$ cat src/design/flash_status_consts.vh
// Constants for the status register and write-protection block
`ifndef FLASH_STATUS_CONSTS_VH
`define FLASH_STATUS_CONSTS_VH

// Status register layout and reset value
`define SR_BUSY          0
`define SR_WEL           1
`define SR_BP_LSB        2
`define SR_BP_MSB        5
`define SR_QE            6
`define SR_LOCK          7
`define SR_RESET         8'h00
`define BP_RESET         4'h0
`define BP_ALL_BIT       3

// Instruction codes
`define OPC_READ_STATUS  8'h05
`define OPC_SET_WEL      8'h06
`define OPC_CLR_WEL      8'h04
`define OPC_WRITE_STATUS 8'h01
`define OPC_PAGE_PROG    8'h02
`define OPC_QPROG_A      8'h32
`define OPC_QPROG_B      8'h38
`define OPC_SECT_ERASE_A 8'hD7
`define OPC_SECT_ERASE_B 8'h20
`define OPC_ERASE_32K    8'h52
`define OPC_ERASE_64K    8'hD8
`define OPC_CHIP_ERASE_A 8'hC7
`define OPC_CHIP_ERASE_B 8'h60
`define OPC_INFO_ERASE   8'h64
`define OPC_WRITE_FUNC   8'h42
`define OPC_READ_NV      8'h65
`define OPC_EXT_READ_NV  8'h85
`define OPC_INFO_PROG    8'h62
`define OPC_AUTOBOOT     8'h15
`define OPC_READ_FUNC    8'h48
`define OPC_READ_EXTREG  8'h81
`define OPC_RESET_ENA    8'h66
`define OPC_RESET_GO     8'h99
`define OPC_SUSPEND_A    8'h75
`define OPC_SUSPEND_B    8'hB0

// Frame bit counts at which fields are complete
`define CNT_OPC          8'h08
`define CNT_BYTE1        8'h10
`define CNT_ADDR         8'h20
`define CNT_MAX          8'hFF
`define CNT_OPC_LAST     8'h07
`define CNT_BYTE1_LAST   8'h0F
`define CNT_ADDR_LAST    8'h1F
`define OUT_BIT_LAST     3'h7

// Address fields
`define ADDR_BLK_MSB     22
`define ADDR_BLK_LSB     16
`define FUNC_BOTTOM_BIT  1
`define BLOCK_COUNT      8'h80

// Non-volatile register write time
`define CLK_PERIOD_NS    100
`define NV_WRITE_TIME_NS 50000
`define NV_WRITE_CYCLES  ((`NV_WRITE_TIME_NS + `CLK_PERIOD_NS - 1) / `CLK_PERIOD_NS)
`define TIMER_W          12

`endif

$ cat src/design/flash_status_write_protect.v
// Status register, write latch and block protection of a serial flash
// Contract
// Eight-bit status: busy, latch, four protect bits, quad enable, lock; all reset zero.
// Busy flag is read-only and high during program, erase or register write.
// While busy only reads, resets and suspend during array work are accepted.
// Finished operation clears busy regardless of outcome; instructions accepted again.
// Latch set and cleared by its instructions, cleared when a write completes.
// Write-status never alters the latch bit.
// Page programs need the latch set; otherwise inhibited.
// All erases need the latch set; otherwise inhibited.
// Status, function, persistent parameter, info row and autoboot writes need the latch.
// Volatile read-parameter sets need no latch.
// Protect, quad and lock bits are persistent, changed only by write-status.
// Read-status returns the whole status register.
// Level n of 1..7 protects 2^(n-1) blocks from top or bottom.
// Level zero protects nothing; top bit set protects all; protected targets inhibited.
// Chip erase ignored unless the protect level is zero.
// Lock set with protect pin low makes write-status ignored.
// Lock clear, or protect pin high, lets write-status change the register.
// Quad disabled: extra pins are protect and hold/reset; enabled: data lines.
// Bottom selection may go from top to bottom only, never back.
// Input sampled on rising serial clock, output driven after falling edge.
// Read-status 05h, set latch 06h, clear latch 04h.
// Gated instruction with latch clear changes nothing and leaves busy low.
`timescale 1ns/1ps
`include "flash_status_consts.vh"

module flash_status_write_protect (
    input  wire        ref_clk,
    input  wire        arst_n,
    input  wire        sclk,
    input  wire        csN,
    input  wire        si,
    input  wire        io2In,
    input  wire        io3In,
    input  wire        resetPinSelect,
    input  wire        opDone,
    input  wire        coreIo2Out,
    input  wire        coreIo2Oe,
    input  wire        coreIo3Out,
    input  wire        coreIo3Oe,
    output reg         soOut,
    output reg         soOe,
    output reg         io2Out,
    output reg         io2Oe,
    output reg         io3Out,
    output reg         io3Oe,
    output reg         opStart,
    output reg  [7:0]  opCode,
    output reg  [23:0] opAddr,
    output reg         suspendReq,
    output reg         abortReq,
    output reg         quadMode,
    output reg         holdActive,
    output reg         protectFromBottom
);
    localparam [1:0] ST_IDLE   = 2'b00;
    localparam [1:0] ST_SHIFT  = 2'b01;
    localparam [1:0] ST_STATUS = 2'b10;
    localparam [1:0] ST_SKIP   = 2'b11;

    // Array operations: program, erase and info row work
    function isArrayOp;
        input [7:0] opc;
        begin
            isArrayOp = (opc == `OPC_PAGE_PROG) || (opc == `OPC_QPROG_A)
                || (opc == `OPC_QPROG_B) || (opc == `OPC_SECT_ERASE_A)
                || (opc == `OPC_SECT_ERASE_B) || (opc == `OPC_ERASE_32K)
                || (opc == `OPC_ERASE_64K) || (opc == `OPC_CHIP_ERASE_A)
                || (opc == `OPC_CHIP_ERASE_B) || (opc == `OPC_INFO_ERASE)
                || (opc == `OPC_INFO_PROG);
        end
    endfunction

    // Instructions that stay accepted while busy
    function allowedBusy;
        input [7:0] opc;
        input       arrayBusy;
        begin
            allowedBusy = (opc == `OPC_READ_STATUS) || (opc == `OPC_READ_FUNC)
                || (opc == `OPC_READ_EXTREG) || (opc == `OPC_RESET_ENA)
                || (opc == `OPC_RESET_GO)
                || (arrayBusy && ((opc == `OPC_SUSPEND_A) || (opc == `OPC_SUSPEND_B)));
        end
    endfunction

    // Status bits
    reg        busy;
    reg        write_enable_latch;
    reg [3:0]  protectLevel;
    reg        quadEnable;
    reg        statusLock;
    reg        busyArray;

    // Frame engine
    reg [1:0]  state;
    reg        sclkPrev;
    reg        csPrev;
    reg [7:0]  bitCnt;
    reg [7:0]  shiftIn;
    reg [7:0]  opReg;
    reg [7:0]  dataReg;
    reg [23:0] addrReg;
    reg [7:0]  statusShift;
    reg [2:0]  outCnt;
    reg        resetArmed;
    reg        nvStart;

    wire       sclkRise = sclk & ~sclkPrev;
    wire       sclkFall = ~sclk & sclkPrev;
    wire       csRise   = csN & ~csPrev;
    wire [7:0] opNow    = {shiftIn[6:0], si};
    wire [7:0] statusNow = {statusLock, quadEnable, protectLevel, write_enable_latch, busy};

    // Protect pin only exists while quad is off; treat it as high otherwise
    wire       wpLevel  = quadEnable ? 1'b1 : io2In;
    wire       hwLocked = statusLock & ~wpLevel;
    wire       pinReset = ~quadEnable & resetPinSelect & ~io3In;
    wire       pinHold  = ~quadEnable & ~resetPinSelect & ~io3In;
    wire       nvDone;
    wire       targetProtected;

    protect_decoder uDecoder (
        .protectLevel   (protectLevel),
        .fromBottom     (protectFromBottom),
        .blockNum       (addrReg[`ADDR_BLK_MSB:`ADDR_BLK_LSB]),
        .blockProtected (targetProtected)
    );

    nv_write_timer uTimer (
        .ref_clk (ref_clk),
        .arst_n  (arst_n),
        .start   (nvStart),
        .abort   (abortReq),
        .done    (nvDone)
    );

    // Pin routing registered so every pin output comes from a flip-flop
    always @(posedge ref_clk or negedge arst_n) begin
        if (!arst_n) begin
            io2Out     <= 1'b0;
            io2Oe      <= 1'b0;
            io3Out     <= 1'b0;
            io3Oe      <= 1'b0;
            quadMode   <= 1'b0;
            holdActive <= 1'b0;
        end else begin
            io2Out     <= coreIo2Out & quadEnable;
            io2Oe      <= coreIo2Oe & quadEnable;
            io3Out     <= coreIo3Out & quadEnable;
            io3Oe      <= coreIo3Oe & quadEnable;
            quadMode   <= quadEnable;
            holdActive <= pinHold;
        end
    end

    // Frame capture: shift on rising edge, status out on falling edge
    always @(posedge ref_clk or negedge arst_n) begin
        if (!arst_n) begin
            state       <= ST_IDLE;
            sclkPrev    <= 1'b0;
            csPrev      <= 1'b1;
            bitCnt      <= 8'h00;
            shiftIn     <= 8'h00;
            opReg       <= 8'h00;
            dataReg     <= 8'h00;
            addrReg     <= 24'h000000;
            statusShift <= `SR_RESET;
            outCnt      <= 3'h0;
            soOut       <= 1'b0;
            soOe        <= 1'b0;
        end else begin
            csPrev <= csN;
            // Hold freezes the clock view so the frame resumes intact
            if (!pinHold) begin
                sclkPrev <= sclk;
            end
            if (csN || pinReset) begin
                state <= ST_IDLE;
                soOe  <= 1'b0;
            end else if (!pinHold) begin
                case (state)
                    ST_IDLE: begin
                        state   <= ST_SHIFT;
                        bitCnt  <= 8'h00;
                        opReg   <= 8'h00;
                        shiftIn <= 8'h00;
                    end
                    ST_SHIFT: begin
                        if (sclkRise) begin
                            shiftIn <= opNow;
                            if (bitCnt != `CNT_MAX) begin
                                bitCnt <= bitCnt + 8'h01;
                            end
                            if (bitCnt == `CNT_BYTE1_LAST) begin
                                dataReg <= opNow;
                            end
                            // Address shifts in MSB first over the 24 bits after the opcode
                            if (bitCnt > `CNT_OPC_LAST) begin
                                if (bitCnt <= `CNT_ADDR_LAST) begin
                                    // One shift per bit, so the last bit needs no special case
                                    addrReg <= {addrReg[22:0], si};
                                end
                            end
                            if (bitCnt == `CNT_OPC_LAST) begin
                                opReg <= opNow;
                                if (busy && !allowedBusy(opNow, busyArray)) begin
                                    state <= ST_SKIP;
                                end else if (opNow == `OPC_READ_STATUS) begin
                                    state       <= ST_STATUS;
                                    statusShift <= statusNow;
                                    outCnt      <= 3'h0;
                                end
                            end
                        end
                    end
                    ST_STATUS: begin
                        // Whole byte repeats with fresh contents while selected
                        if (sclkFall) begin
                            soOe   <= 1'b1;
                            soOut  <= statusShift[7];
                            outCnt <= outCnt + 3'h1;
                            if (outCnt == `OUT_BIT_LAST) begin
                                statusShift <= statusNow;
                            end else begin
                                statusShift <= {statusShift[6:0], 1'b0};
                            end
                        end
                    end
                    default: begin
                        state <= ST_SKIP;
                    end
                endcase
            end
        end
    end

    // Instruction execution at the end of the frame
    always @(posedge ref_clk or negedge arst_n) begin
        if (!arst_n) begin
            busy              <= 1'b0;
            busyArray         <= 1'b0;
            write_enable_latch               <= 1'b0;
            protectLevel      <= `BP_RESET;
            quadEnable        <= 1'b0;
            statusLock        <= 1'b0;
            protectFromBottom <= 1'b0;
            resetArmed        <= 1'b0;
            nvStart           <= 1'b0;
            opStart           <= 1'b0;
            opCode            <= 8'h00;
            opAddr            <= 24'h000000;
            suspendReq        <= 1'b0;
            abortReq          <= 1'b0;
        end else begin
            nvStart    <= 1'b0;
            opStart    <= 1'b0;
            suspendReq <= 1'b0;
            abortReq   <= 1'b0;
            // Completion wins over nothing else started in the same cycle
            if (busy && (busyArray ? opDone : nvDone)) begin
                busy      <= 1'b0;
                busyArray <= 1'b0;
                write_enable_latch       <= 1'b0;
            end
            if (pinReset) begin
                // Hardware reset aborts work; data in flight may be lost
                busy       <= 1'b0;
                busyArray  <= 1'b0;
                write_enable_latch        <= 1'b0;
                resetArmed <= 1'b0;
                abortReq   <= busy;
            end else if (csRise && state == ST_SHIFT && bitCnt >= `CNT_OPC) begin
                resetArmed <= (opReg == `OPC_RESET_ENA) && (bitCnt == `CNT_OPC);
                if (opReg == `OPC_RESET_GO) begin
                    if (resetArmed) begin
                        busy      <= 1'b0;
                        busyArray <= 1'b0;
                        write_enable_latch       <= 1'b0;
                        abortReq  <= 1'b1;
                    end
                end else if (busy) begin
                    if ((opReg == `OPC_SUSPEND_A) || (opReg == `OPC_SUSPEND_B)) begin
                        suspendReq <= busyArray;
                    end
                end else if (opReg == `OPC_SET_WEL) begin
                    write_enable_latch <= 1'b1;
                end else if (opReg == `OPC_CLR_WEL) begin
                    write_enable_latch <= 1'b0;
                end else if (opReg == `OPC_WRITE_STATUS) begin
                    // Latch bit of the data byte is dropped
                    if (write_enable_latch && !hwLocked && bitCnt >= `CNT_BYTE1) begin
                        statusLock   <= dataReg[`SR_LOCK];
                        quadEnable   <= dataReg[`SR_QE];
                        protectLevel <= dataReg[`SR_BP_MSB:`SR_BP_LSB];
                        busy         <= 1'b1;
                        nvStart      <= 1'b1;
                    end
                end else if (opReg == `OPC_WRITE_FUNC) begin
                    if (write_enable_latch && bitCnt >= `CNT_BYTE1) begin
                        // One-time bit: can be set, never cleared
                        protectFromBottom <= protectFromBottom
                            | dataReg[`FUNC_BOTTOM_BIT];
                        busy    <= 1'b1;
                        nvStart <= 1'b1;
                        opStart <= 1'b1;
                        opCode  <= opReg;
                    end
                end else if ((opReg == `OPC_READ_NV) || (opReg == `OPC_EXT_READ_NV)
                        || (opReg == `OPC_AUTOBOOT)) begin
                    if (write_enable_latch && bitCnt >= `CNT_BYTE1) begin
                        busy    <= 1'b1;
                        nvStart <= 1'b1;
                        opStart <= 1'b1;
                        opCode  <= opReg;
                    end
                end else if ((opReg == `OPC_CHIP_ERASE_A) || (opReg == `OPC_CHIP_ERASE_B)) begin
                    if (write_enable_latch && protectLevel == `BP_RESET && bitCnt == `CNT_OPC) begin
                        busy      <= 1'b1;
                        busyArray <= 1'b1;
                        opStart   <= 1'b1;
                        opCode    <= opReg;
                    end
                end else if (isArrayOp(opReg)) begin
                    // Info row work lies outside the main array blocks
                    if (write_enable_latch && bitCnt >= `CNT_ADDR && ((opReg == `OPC_INFO_ERASE)
                            || (opReg == `OPC_INFO_PROG) || !targetProtected)) begin
                        busy      <= 1'b1;
                        busyArray <= 1'b1;
                        opStart   <= 1'b1;
                        opCode    <= opReg;
                        opAddr    <= addrReg;
                    end
                end
                // Volatile parameter sets fall through untouched, latch not needed R10
            end
        end
    end
endmodule // flash_status_write_protect

$ cat src/design/protect_decoder.v
// Maps protect level and top/bottom selection to a per-block protection flag
`timescale 1ns/1ps
`include "flash_status_consts.vh"

module protect_decoder (
    input  wire [3:0] protectLevel,
    input  wire       fromBottom,
    input  wire [6:0] blockNum,
    output reg        blockProtected
);
    // Number of protected blocks for a level below eight
    function [7:0] span;
        input [2:0] lvl;
        begin
            span = (lvl == 3'h0) ? 8'h00 : (8'h01 << (lvl - 3'h1));
        end
    endfunction

    reg [7:0] count;

    // Top counts down from the last block, bottom up from block zero
    always @* begin
        count = span(protectLevel[2:0]);
        if (protectLevel[`BP_ALL_BIT]) begin
            blockProtected = 1'b1;
        end else if (count == 8'h00) begin
            blockProtected = 1'b0;
        end else if (fromBottom) begin
            blockProtected = ({1'b0, blockNum} < count);
        end else begin
            blockProtected = ({1'b0, blockNum} >= (`BLOCK_COUNT - count));
        end
    end
endmodule // protect_decoder

$ cat src/design/nv_write_timer.v
// Counts out the busy time of a non-volatile register write
`timescale 1ns/1ps
`include "flash_status_consts.vh"

module nv_write_timer (
    input  wire ref_clk,
    input  wire arst_n,
    input  wire start,
    input  wire abort,
    output reg  done
);
    localparam integer        LAST_INT = `NV_WRITE_CYCLES - 1;
    localparam [`TIMER_W-1:0] LAST     = LAST_INT[`TIMER_W-1:0];

    reg [`TIMER_W-1:0] count;
    reg                running;

    // One-cycle done pulse after the full write time
    always @(posedge ref_clk or negedge arst_n) begin
        if (!arst_n) begin
            count   <= {`TIMER_W{1'b0}};
            running <= 1'b0;
            done    <= 1'b0;
        end else begin
            done <= 1'b0;
            if (abort) begin
                running <= 1'b0;
            end else if (start) begin
                count   <= {`TIMER_W{1'b0}};
                running <= 1'b1;
            end else if (running) begin
                if (count == LAST) begin
                    running <= 1'b0;
                    done    <= 1'b1;
                end else begin
                    count <= count + 1'b1;
                end
            end
        end
    end
endmodule // nv_write_timer

$ cat config.mk
export PLATFORM = sky130hd
export DESIGN_NAME = flash_status_write_protect
export DESIGN_NICKNAME = d
export VERILOG_FILES = /design/src/design/flash_status_write_protect.v /design/src/design/protect_decoder.v /design/src/design/nv_write_timer.v
export VERILOG_INCLUDE_DIRS = /design/src /design/src/design
export SDC_FILE = /design/constraint.sdc
export NUM_CORES = 1
export LEC_CHECK = 0
export BUFFER_PORTS_ARGS = -buffer_cell sky130_fd_sc_hd__buf_2
export CORE_MARGIN = 10
export CORE_UTILIZATION = 45
export CTS_CLUSTER_SIZE = 10
export DETAILED_ROUTE_END_ITERATION = 16
export PLACE_DENSITY_LB_ADDON = 0.1
export SLEW_MARGIN = 15
export SYNTH_ARGS = -nofsm -noshare
export SYNTH_HDL_FRONTEND = slang
export SYNTH_SLANG_ARGS = --single-unit
$ cat constraint.sdc
create_clock -name ref_clk -period 5.35 [get_ports ref_clk]
set_input_delay 0.535 -clock ref_clk [delete_from_list [all_inputs] [get_ports ref_clk]]
set_output_delay 0.535 -clock ref_clk [all_outputs]
set_load 0.005 [all_outputs]
# After elaboration in Yosys (flattened, before gate mapping)
# Index checks and enable logic that the tools add are counted.
dict set report totals {
  in_bits 13
  register_bits 139
  output_inout_bits 44
}
dict set report classes {
  n_lt_le_gt_ge 7
  bitwise 32
  muxes 131
  eq_ne 50
  n_reduce_logical 65
  shift 1
  add_sub_neg 5
}
# cell n
set op_table {}
lappend op_table {{8-bit two-way mux} 18}
lappend op_table {{1-bit two-way mux} 92}
lappend op_table {{8-bit by 7-bit == test with 1-bit output, second input constant} 11}
lappend op_table {{8-bit == test, second input constant} 9}
lappend op_table {{8-bit one-hot mux with 2 select lines} 3}
lappend op_table {{12-bit two-way mux} 3}
lappend op_table {{8-bit by 3-bit == test with 1-bit output, second input constant} 4}
lappend op_table {{8-bit by 6-bit == test with 1-bit output, second input constant} 3}
lappend op_table {{1-bit logical OR} 23}
lappend op_table {{5-bit AND reduction} 4}
lappend op_table {{1-bit inverter} 19}
lappend op_table {{8-bit by 4-bit == test with 1-bit output, second input constant} 2}
lappend op_table {{2-bit inequality test, second input constant} 8}
lappend op_table {{8-bit AND reduction} 2}
lappend op_table {{3-bit two-way mux} 5}
lappend op_table {{7-bit one-hot mux with 2 select lines} 1}
lappend op_table {{1-bit logical AND} 13}
lappend op_table {{12-bit by 1-bit adder with 12-bit output, second input constant} 1}
lappend op_table {{1-bit AND} 12}
lappend op_table {{12-bit by 9-bit == test with 1-bit output, second input constant} 1}
lappend op_table {{2-bit two-way mux} 6}
lappend op_table {{12-bit AND reduction} 1}
lappend op_table {{2-bit nonzero test} 6}
lappend op_table {{10-bit AND reduction} 1}
lappend op_table {{other kinds (37)} 43}

# Depth between registers and ports, before layout
dict set report logic_depth {
  ltp_word 23
  depth_mapped 15
}

# By module
# A second synthesis with hierarchy kept.
dict set report unflattened {
  hier_cells 638
  area_unflattened_um2 6936.7
}
# mod cells_each area_per_inst_um2 instances seq_area_each_um2
set modules_own_cells {}
lappend modules_own_cells {flash_status_write_protect 495 5670.4 1 3104.2}
lappend modules_own_cells {nv_write_timer 83 810.8 1 350.3}
lappend modules_own_cells {protect_decoder 60 455.4 1 0.0}

# Worst setup path after synthesis
# Ideal clock, no wire load.
dict set report synth_path {
  path_type {flip-flop to flip-flop}
  from {register protectLevel[1]}
  to {register opCode[2]}
  path_slack_ps 2464
  t_arrival_ps 2761
  path_stages_with_launch 14
  path_buffers 1
  path_cell_list {dfrtp_1 > clkbuf_1 > nand2_1 > ha_1 > nand3_1 > o21ai_0 > ha_1 > nand4_1 > and3_1 > o21ai_0 > nand4_1 > o211a_4 > o21ai_4 > mux2_4}
}
dict set report synth_between {
  elab_chain_cells 13
  word_cells_on_any_way 20
  cone_classes {add/sub: 2; order compare: 2; eq/ne: 1; shift: 1; mux: 4; reduce/logical: 10}
}
# item line
set synth_rtl {}
lappend synth_rtl {{from (decl)} flash_status_write_protect.v:90} ;# reg [3:0] protectLevel;
lappend synth_rtl {{from (signal assigned)} flash_status_write_protect.v:244} ;# protectLevel <= `BP_RESET;
lappend synth_rtl {{from (signal assigned)} flash_status_write_protect.v:295} ;# protectLevel <= dataReg[`SR_BP_MSB:`SR_BP_LSB];
lappend synth_rtl {{3-bit by 1-bit subtractor with 3-bit output} protect_decoder.v:15} ;# span = (lvl == 3'h0) ? 8'h00 : (8'h01 << (lvl - 3'h1));
lappend synth_rtl {{1-bit by 3-bit left shift with 8-bit output} protect_decoder.v:15}
lappend synth_rtl {{8-bit two-way mux} protect_decoder.v:15}
lappend synth_rtl {{8-bit subtractor (no line)} -}
lappend synth_rtl {{7-bit by 8-bit greater-or-equal comparator with 1-bit output} protect_decoder.v:31} ;# blockProtected = ({1'b0, blockNum} >= (`BLOCK_COUNT - count));
lappend synth_rtl {{1-bit two-way mux} protect_decoder.v:28} ;# end else if (fromBottom) begin
lappend synth_rtl {{1-bit two-way mux} protect_decoder.v:26} ;# end else if (count == 8'h00) begin
lappend synth_rtl {{1-bit two-way mux} protect_decoder.v:24} ;# if (protectLevel[`BP_ALL_BIT]) begin
lappend synth_rtl {{1-bit zero test} flash_status_write_protect.v:327} ;# || (opReg == `OPC_INFO_PROG) || !targetProtected)) begin
lappend synth_rtl {{1-bit logical OR} flash_status_write_protect.v:326} ;# if (write_enable_latch && bitCnt >= `CNT_ADDR && ((opReg == `OPC_INFO_ERASE)
lappend synth_rtl {{1-bit logical AND} flash_status_write_protect.v:326}
lappend synth_rtl {{4-bit nonzero test (no line)} -}
lappend synth_rtl {{10-bit AND reduction (no line) *} -}
lappend synth_rtl {{to (signal assigned)} flash_status_write_protect.v:315} ;# opCode <= opReg;
lappend synth_rtl {{to (signal assigned)} flash_status_write_protect.v:322} ;# opCode <= opReg;
lappend synth_rtl {{to (signal assigned)} flash_status_write_protect.v:331} ;# opCode <= opReg;
lappend synth_rtl {{to (decl)} flash_status_write_protect.v:49} ;# output reg [7:0] opCode,
# Mark *: on every way between the ends. The rest lies on a longest branch, timed or not.
# A chain may end at the register's enable or synchronous reset.

# Worst setup path after layout
dict set report layout_path {
  from {register protectLevel[0]}
  to {register opAddr[14]}
}
dict set report layout_between {
  elab_chain_cells 12
  word_cells_on_any_way 15
  cone_classes {add/sub: 2; order compare: 2; shift: 1; mux: 4; reduce/logical: 6}
}
# item line
set layout_rtl {}
lappend layout_rtl {{3-bit by 1-bit subtractor with 3-bit output} protect_decoder.v:15}
lappend layout_rtl {{1-bit by 3-bit left shift with 8-bit output} protect_decoder.v:15}
lappend layout_rtl {{8-bit two-way mux *} protect_decoder.v:15}
lappend layout_rtl {{8-bit subtractor (no line)} -}
lappend layout_rtl {{7-bit by 8-bit greater-or-equal comparator with 1-bit output} protect_decoder.v:31}
lappend layout_rtl {{1-bit two-way mux} protect_decoder.v:28}
lappend layout_rtl {{1-bit two-way mux *} protect_decoder.v:26}
lappend layout_rtl {{1-bit two-way mux *} protect_decoder.v:24}
lappend layout_rtl {{1-bit zero test *} flash_status_write_protect.v:327}
lappend layout_rtl {{1-bit logical OR *} flash_status_write_protect.v:326}
lappend layout_rtl {{1-bit logical AND *} flash_status_write_protect.v:326}
lappend layout_rtl {{12-bit AND reduction (no line) *} -}
lappend layout_rtl {{to (signal assigned)} flash_status_write_protect.v:332} ;# opAddr <= addrReg;
lappend layout_rtl {{to (decl)} flash_status_write_protect.v:50} ;# output reg [23:0] opAddr,
# Marks and branches as above.

==> run metrics <==
status complete, no violations; RSZ-0062 raised after global routing false; Resize count post-CTS 0; GRT Overall Usage 0.1532; met2 Use GR 0.2305; Overall Power 2392 uW; Max Slew Vio Count 0; first-pass GRT wire length 25270 um; Starting Density 0.4605; cells along the critical path nand2b_1 > nor2_1 > inv_1 > ha_1 > nand3_1 > o21ai_0 > ha_1 > nand4_1 > and3_1 > o21ai_0 > nand4_1 > o211a_4 > nand2_4 > mux2_2; Post-synth ARST share 1.000; Post-Syn Nets 673; chip height 144.7 um; Cell Rows 45; Port Buffers 56; Top FF cell, synth dfrtp_1; root buffer cell clkbuf_16; total grt overflow 0; EDFF count, synth 0; Fin Clk Skew 11.95 ps; post-DP HPWL 10720 um; residual DRC count 0; core box area 0.01520 sq mm; Syn Area/Cell 10.97 sq um; Clk pwr share 0.500; Synth top area share 0.4897; fin nets 723; Tmin final 3392 ps; # fillers 1350; Cells after Synth 638; CP max stage delay 560 ps; worst-path maximum fanout 24; Reg power frac 0.454; Final Instance Area 0.008014 sq mm; Relative slew margins 0.4259; layout cells sized above 1 0.2504; ant diodes 0; clk buf depth 2; Post-DP Area 0.007413 sq mm; mapped cell area 0.007000 sq mm; Final GP Congestion 0.8682; sequential cell area fraction in the yosys report 0.4935; Setup TNS 0 ps; Routed WL per cell 17.14 um; clk_lat worst skew 430 ps; Ports 57; initial antenna violation count 0; maxcap violations 0; Arr. time, crit path 3700 ps; placed cell count 857; Antenna Violating Nets Remaining 0; Inserted Clock Buffers 17; H-tree Lvls 4; Fin. Hold Viols 0; Crit-path slowest cell dfrtp_1; CP Launch Type register; vias in the first global route 4834; WS Path Type reg2reg; # clock sinks 138; Detailed Routing Iterations Pass 1 5; WP buf/inv 1; Vias/cell 5.564; CTS Hold Bufs 0; Sw Ratio 0.2263; Die X 144.7 um; GR peak layer met2; P_int 1851 uW; sw power 541.4 uW; Comb power frac 0.046; clk slew on worst S/H paths 60 ps; Die ar. 0.02095 sq mm; worst vdd ir 255.9 uV; Via Count 4935; post-CTS setup buffers 0; largest net degree at the start of global routing 71; Netlist cell types 73; routing usage on met1 0.2036; CTS tree built; Worst Hold Class in2async; Final period util 0.6340; Critical Path End Type register; Worst Tran Pin Value 861.1 ps; pwr/cell area 298.5 mW/mm^2; P&R area growth vs syn 14.48%; Leakage Power 0.003839 uW; post-route insts no fill 887; # setup viols final 0; FMAX 0.2948 GHz; met3 global-route usage 0.05085; initial DRC count 332; Yosys top cell by area dfrtp_1; Ys Warns 0; synthesized flop and latch total 138; final WL 15200 um; dominant cells by area after synthesis dfrtp_1 (49%), mux2_2 (6.9%), mux2_4 (5.4%), nand2_1 (4.2%), ha_1 (3.9%); required time of the worst setup path 5660 ps; cell family with most CP delay simple AND/OR/NAND/NOR gates
-- placed cells by master (no fill, tap or decap), types with 4 or more instances in the layout --
| master | n |
|---|---|
| dfrtp_1 | 137 |
| nand2_1 | 78 |
| buf_2 | 55 |
| nor2_1 | 46 |
| mux2_2 | 43 |
| o21ai_0 | 37 |
| mux2_4 | 25 |
| ha_1 | 22 |
| nand3_1 | 19 |
| clkbuf_16 | 17 |
| inv_1 | 14 |
| nor3_1 | 13 |
| a21oi_1 | 13 |
| nand2b_1 | 11 |
| xor2_1 | 10 |
| mux2i_1 | 9 |
| nand4_1 | 9 |
| a22o_1 | 9 |
| and2_1 | 8 |
| a31oi_1 | 8 |
| nor4b_1 | 7 |
| xnor2_1 | 6 |
| o211ai_1 | 5 |
| nor2b_1 | 5 |
| nor4_1 | 4 |
| and3_1 | 4 |
| o31ai_1 | 4 |
-- final timing paths --
| path | endpoint | slack, ps | cells after the start | start |
|---|---|---|---|---|
| min in group ref_clk | csPrev$_DFF_PN1_ | 270 | 1 | csN |
| max | opAddr[14]$_DFFE_PN0P_ | 1960 | 14 | protectLevel[0]$_DFFE_PN0P_ |
| max in group asynchronous | opReg[0]$_DFFE_PN0P_ | 3920 | 2 | arst_n |
| min | opAddr[7]$_DFFE_PN0P_ | 110 | 1 | arst_n |
| min reg2reg | statusShift[3]$_DFFE_PN0P_ | 480 | 2 | statusShift[3]$_DFFE_PN0P_ |
| max reg2reg | opAddr[14]$_DFFE_PN0P_ | 1960 | 14 | protectLevel[0]$_DFFE_PN0P_ |
-- cells in the mapped netlist, types with 4 or more instances --
cell type and instances:
dfrtp_1 137, nand2_1 78, nor2_1 46, mux2_2 43
o21ai_0 37, mux2_4 25, ha_1 22, nand3_1 19
clkbuf_1 15, inv_1 14, a21oi_1 13, nor3_1 13
nand2b_1 11, xor2_1 10, a22o_1 9, mux2i_1 9
nand4_1 9, a31oi_1 8, and2_1 8, buf_2 8
nor4b_1 7, xnor2_1 6, nor2b_1 5, o211ai_1 5
and3_1 4, nor4_1 4, o31ai_1 4
-- through the flow --
step	setup WS, ps	util	hold slack, ps
3_3_place_gp	2162	0.4877	459.5
3_5_place_dp	1979	0.4877	468.5
4_1_cts	1965	0.5272	124.1
6_report	1958	0.5272	107.7
5_1_grt	1713	0.5272	137.9
2_1_floorplan	2464	-	239.4
-- metal layers --
metal / part of all wire / vias up
met5: 0 / -
met4: 0.013 / 0
met3: 0.052 / 11
met2: 0.46 / 103
met1: 0.47 / 2429
li1: - / 2392
-- power groups by stage --
stage	Sequential, uW	Combinational (uW)	Clock [uW]
CTS	1090	112	1220
floorplan	1090	78.6	0
global placement	1100	109	0
finish	1090	109	1200
detailed placement	1100	111	0
global route	1090	127	1270
-- logic make-up after synthesis --
logic type / share of synthesized area
and+or+nand+nor: 0.1825
DFF: 0.4935
AOI/OAI and AO/OA: 0.1013
muxes: 0.1357
buffers and inverters: 0.02770
adders and majority gates: 0.03932
xor gates and xnor gates: 0.02002
-- final cells by class --
class | count | area, sq um | share of cell area
timing repair buffer | 59 | 309.0 | 0.03856
clock buffer | 20 | 456.7 | 0.05699
inverter | 15 | 56.30 | 0.007026
clock inverter | 10 | 143.9 | 0.01795
sequential | 138 | 3455 | 0.4311
tap | 188 | 235.2 | 0.02935
multi-input combinational | 457 | 3358 | 0.4190
-- sequential cells by signal, indices dropped and copies added (netlist names), 2 cells and up --
signal	count
uTimer.count	12
state	2
shiftIn	7
opAddr	24
opCode	8
opReg	8
statusShift	8
protectLevel	4
addrReg	24
outCnt	3
dataReg	7
bitCnt	8
No activity file was read; power rests on OpenSTA's default activity.
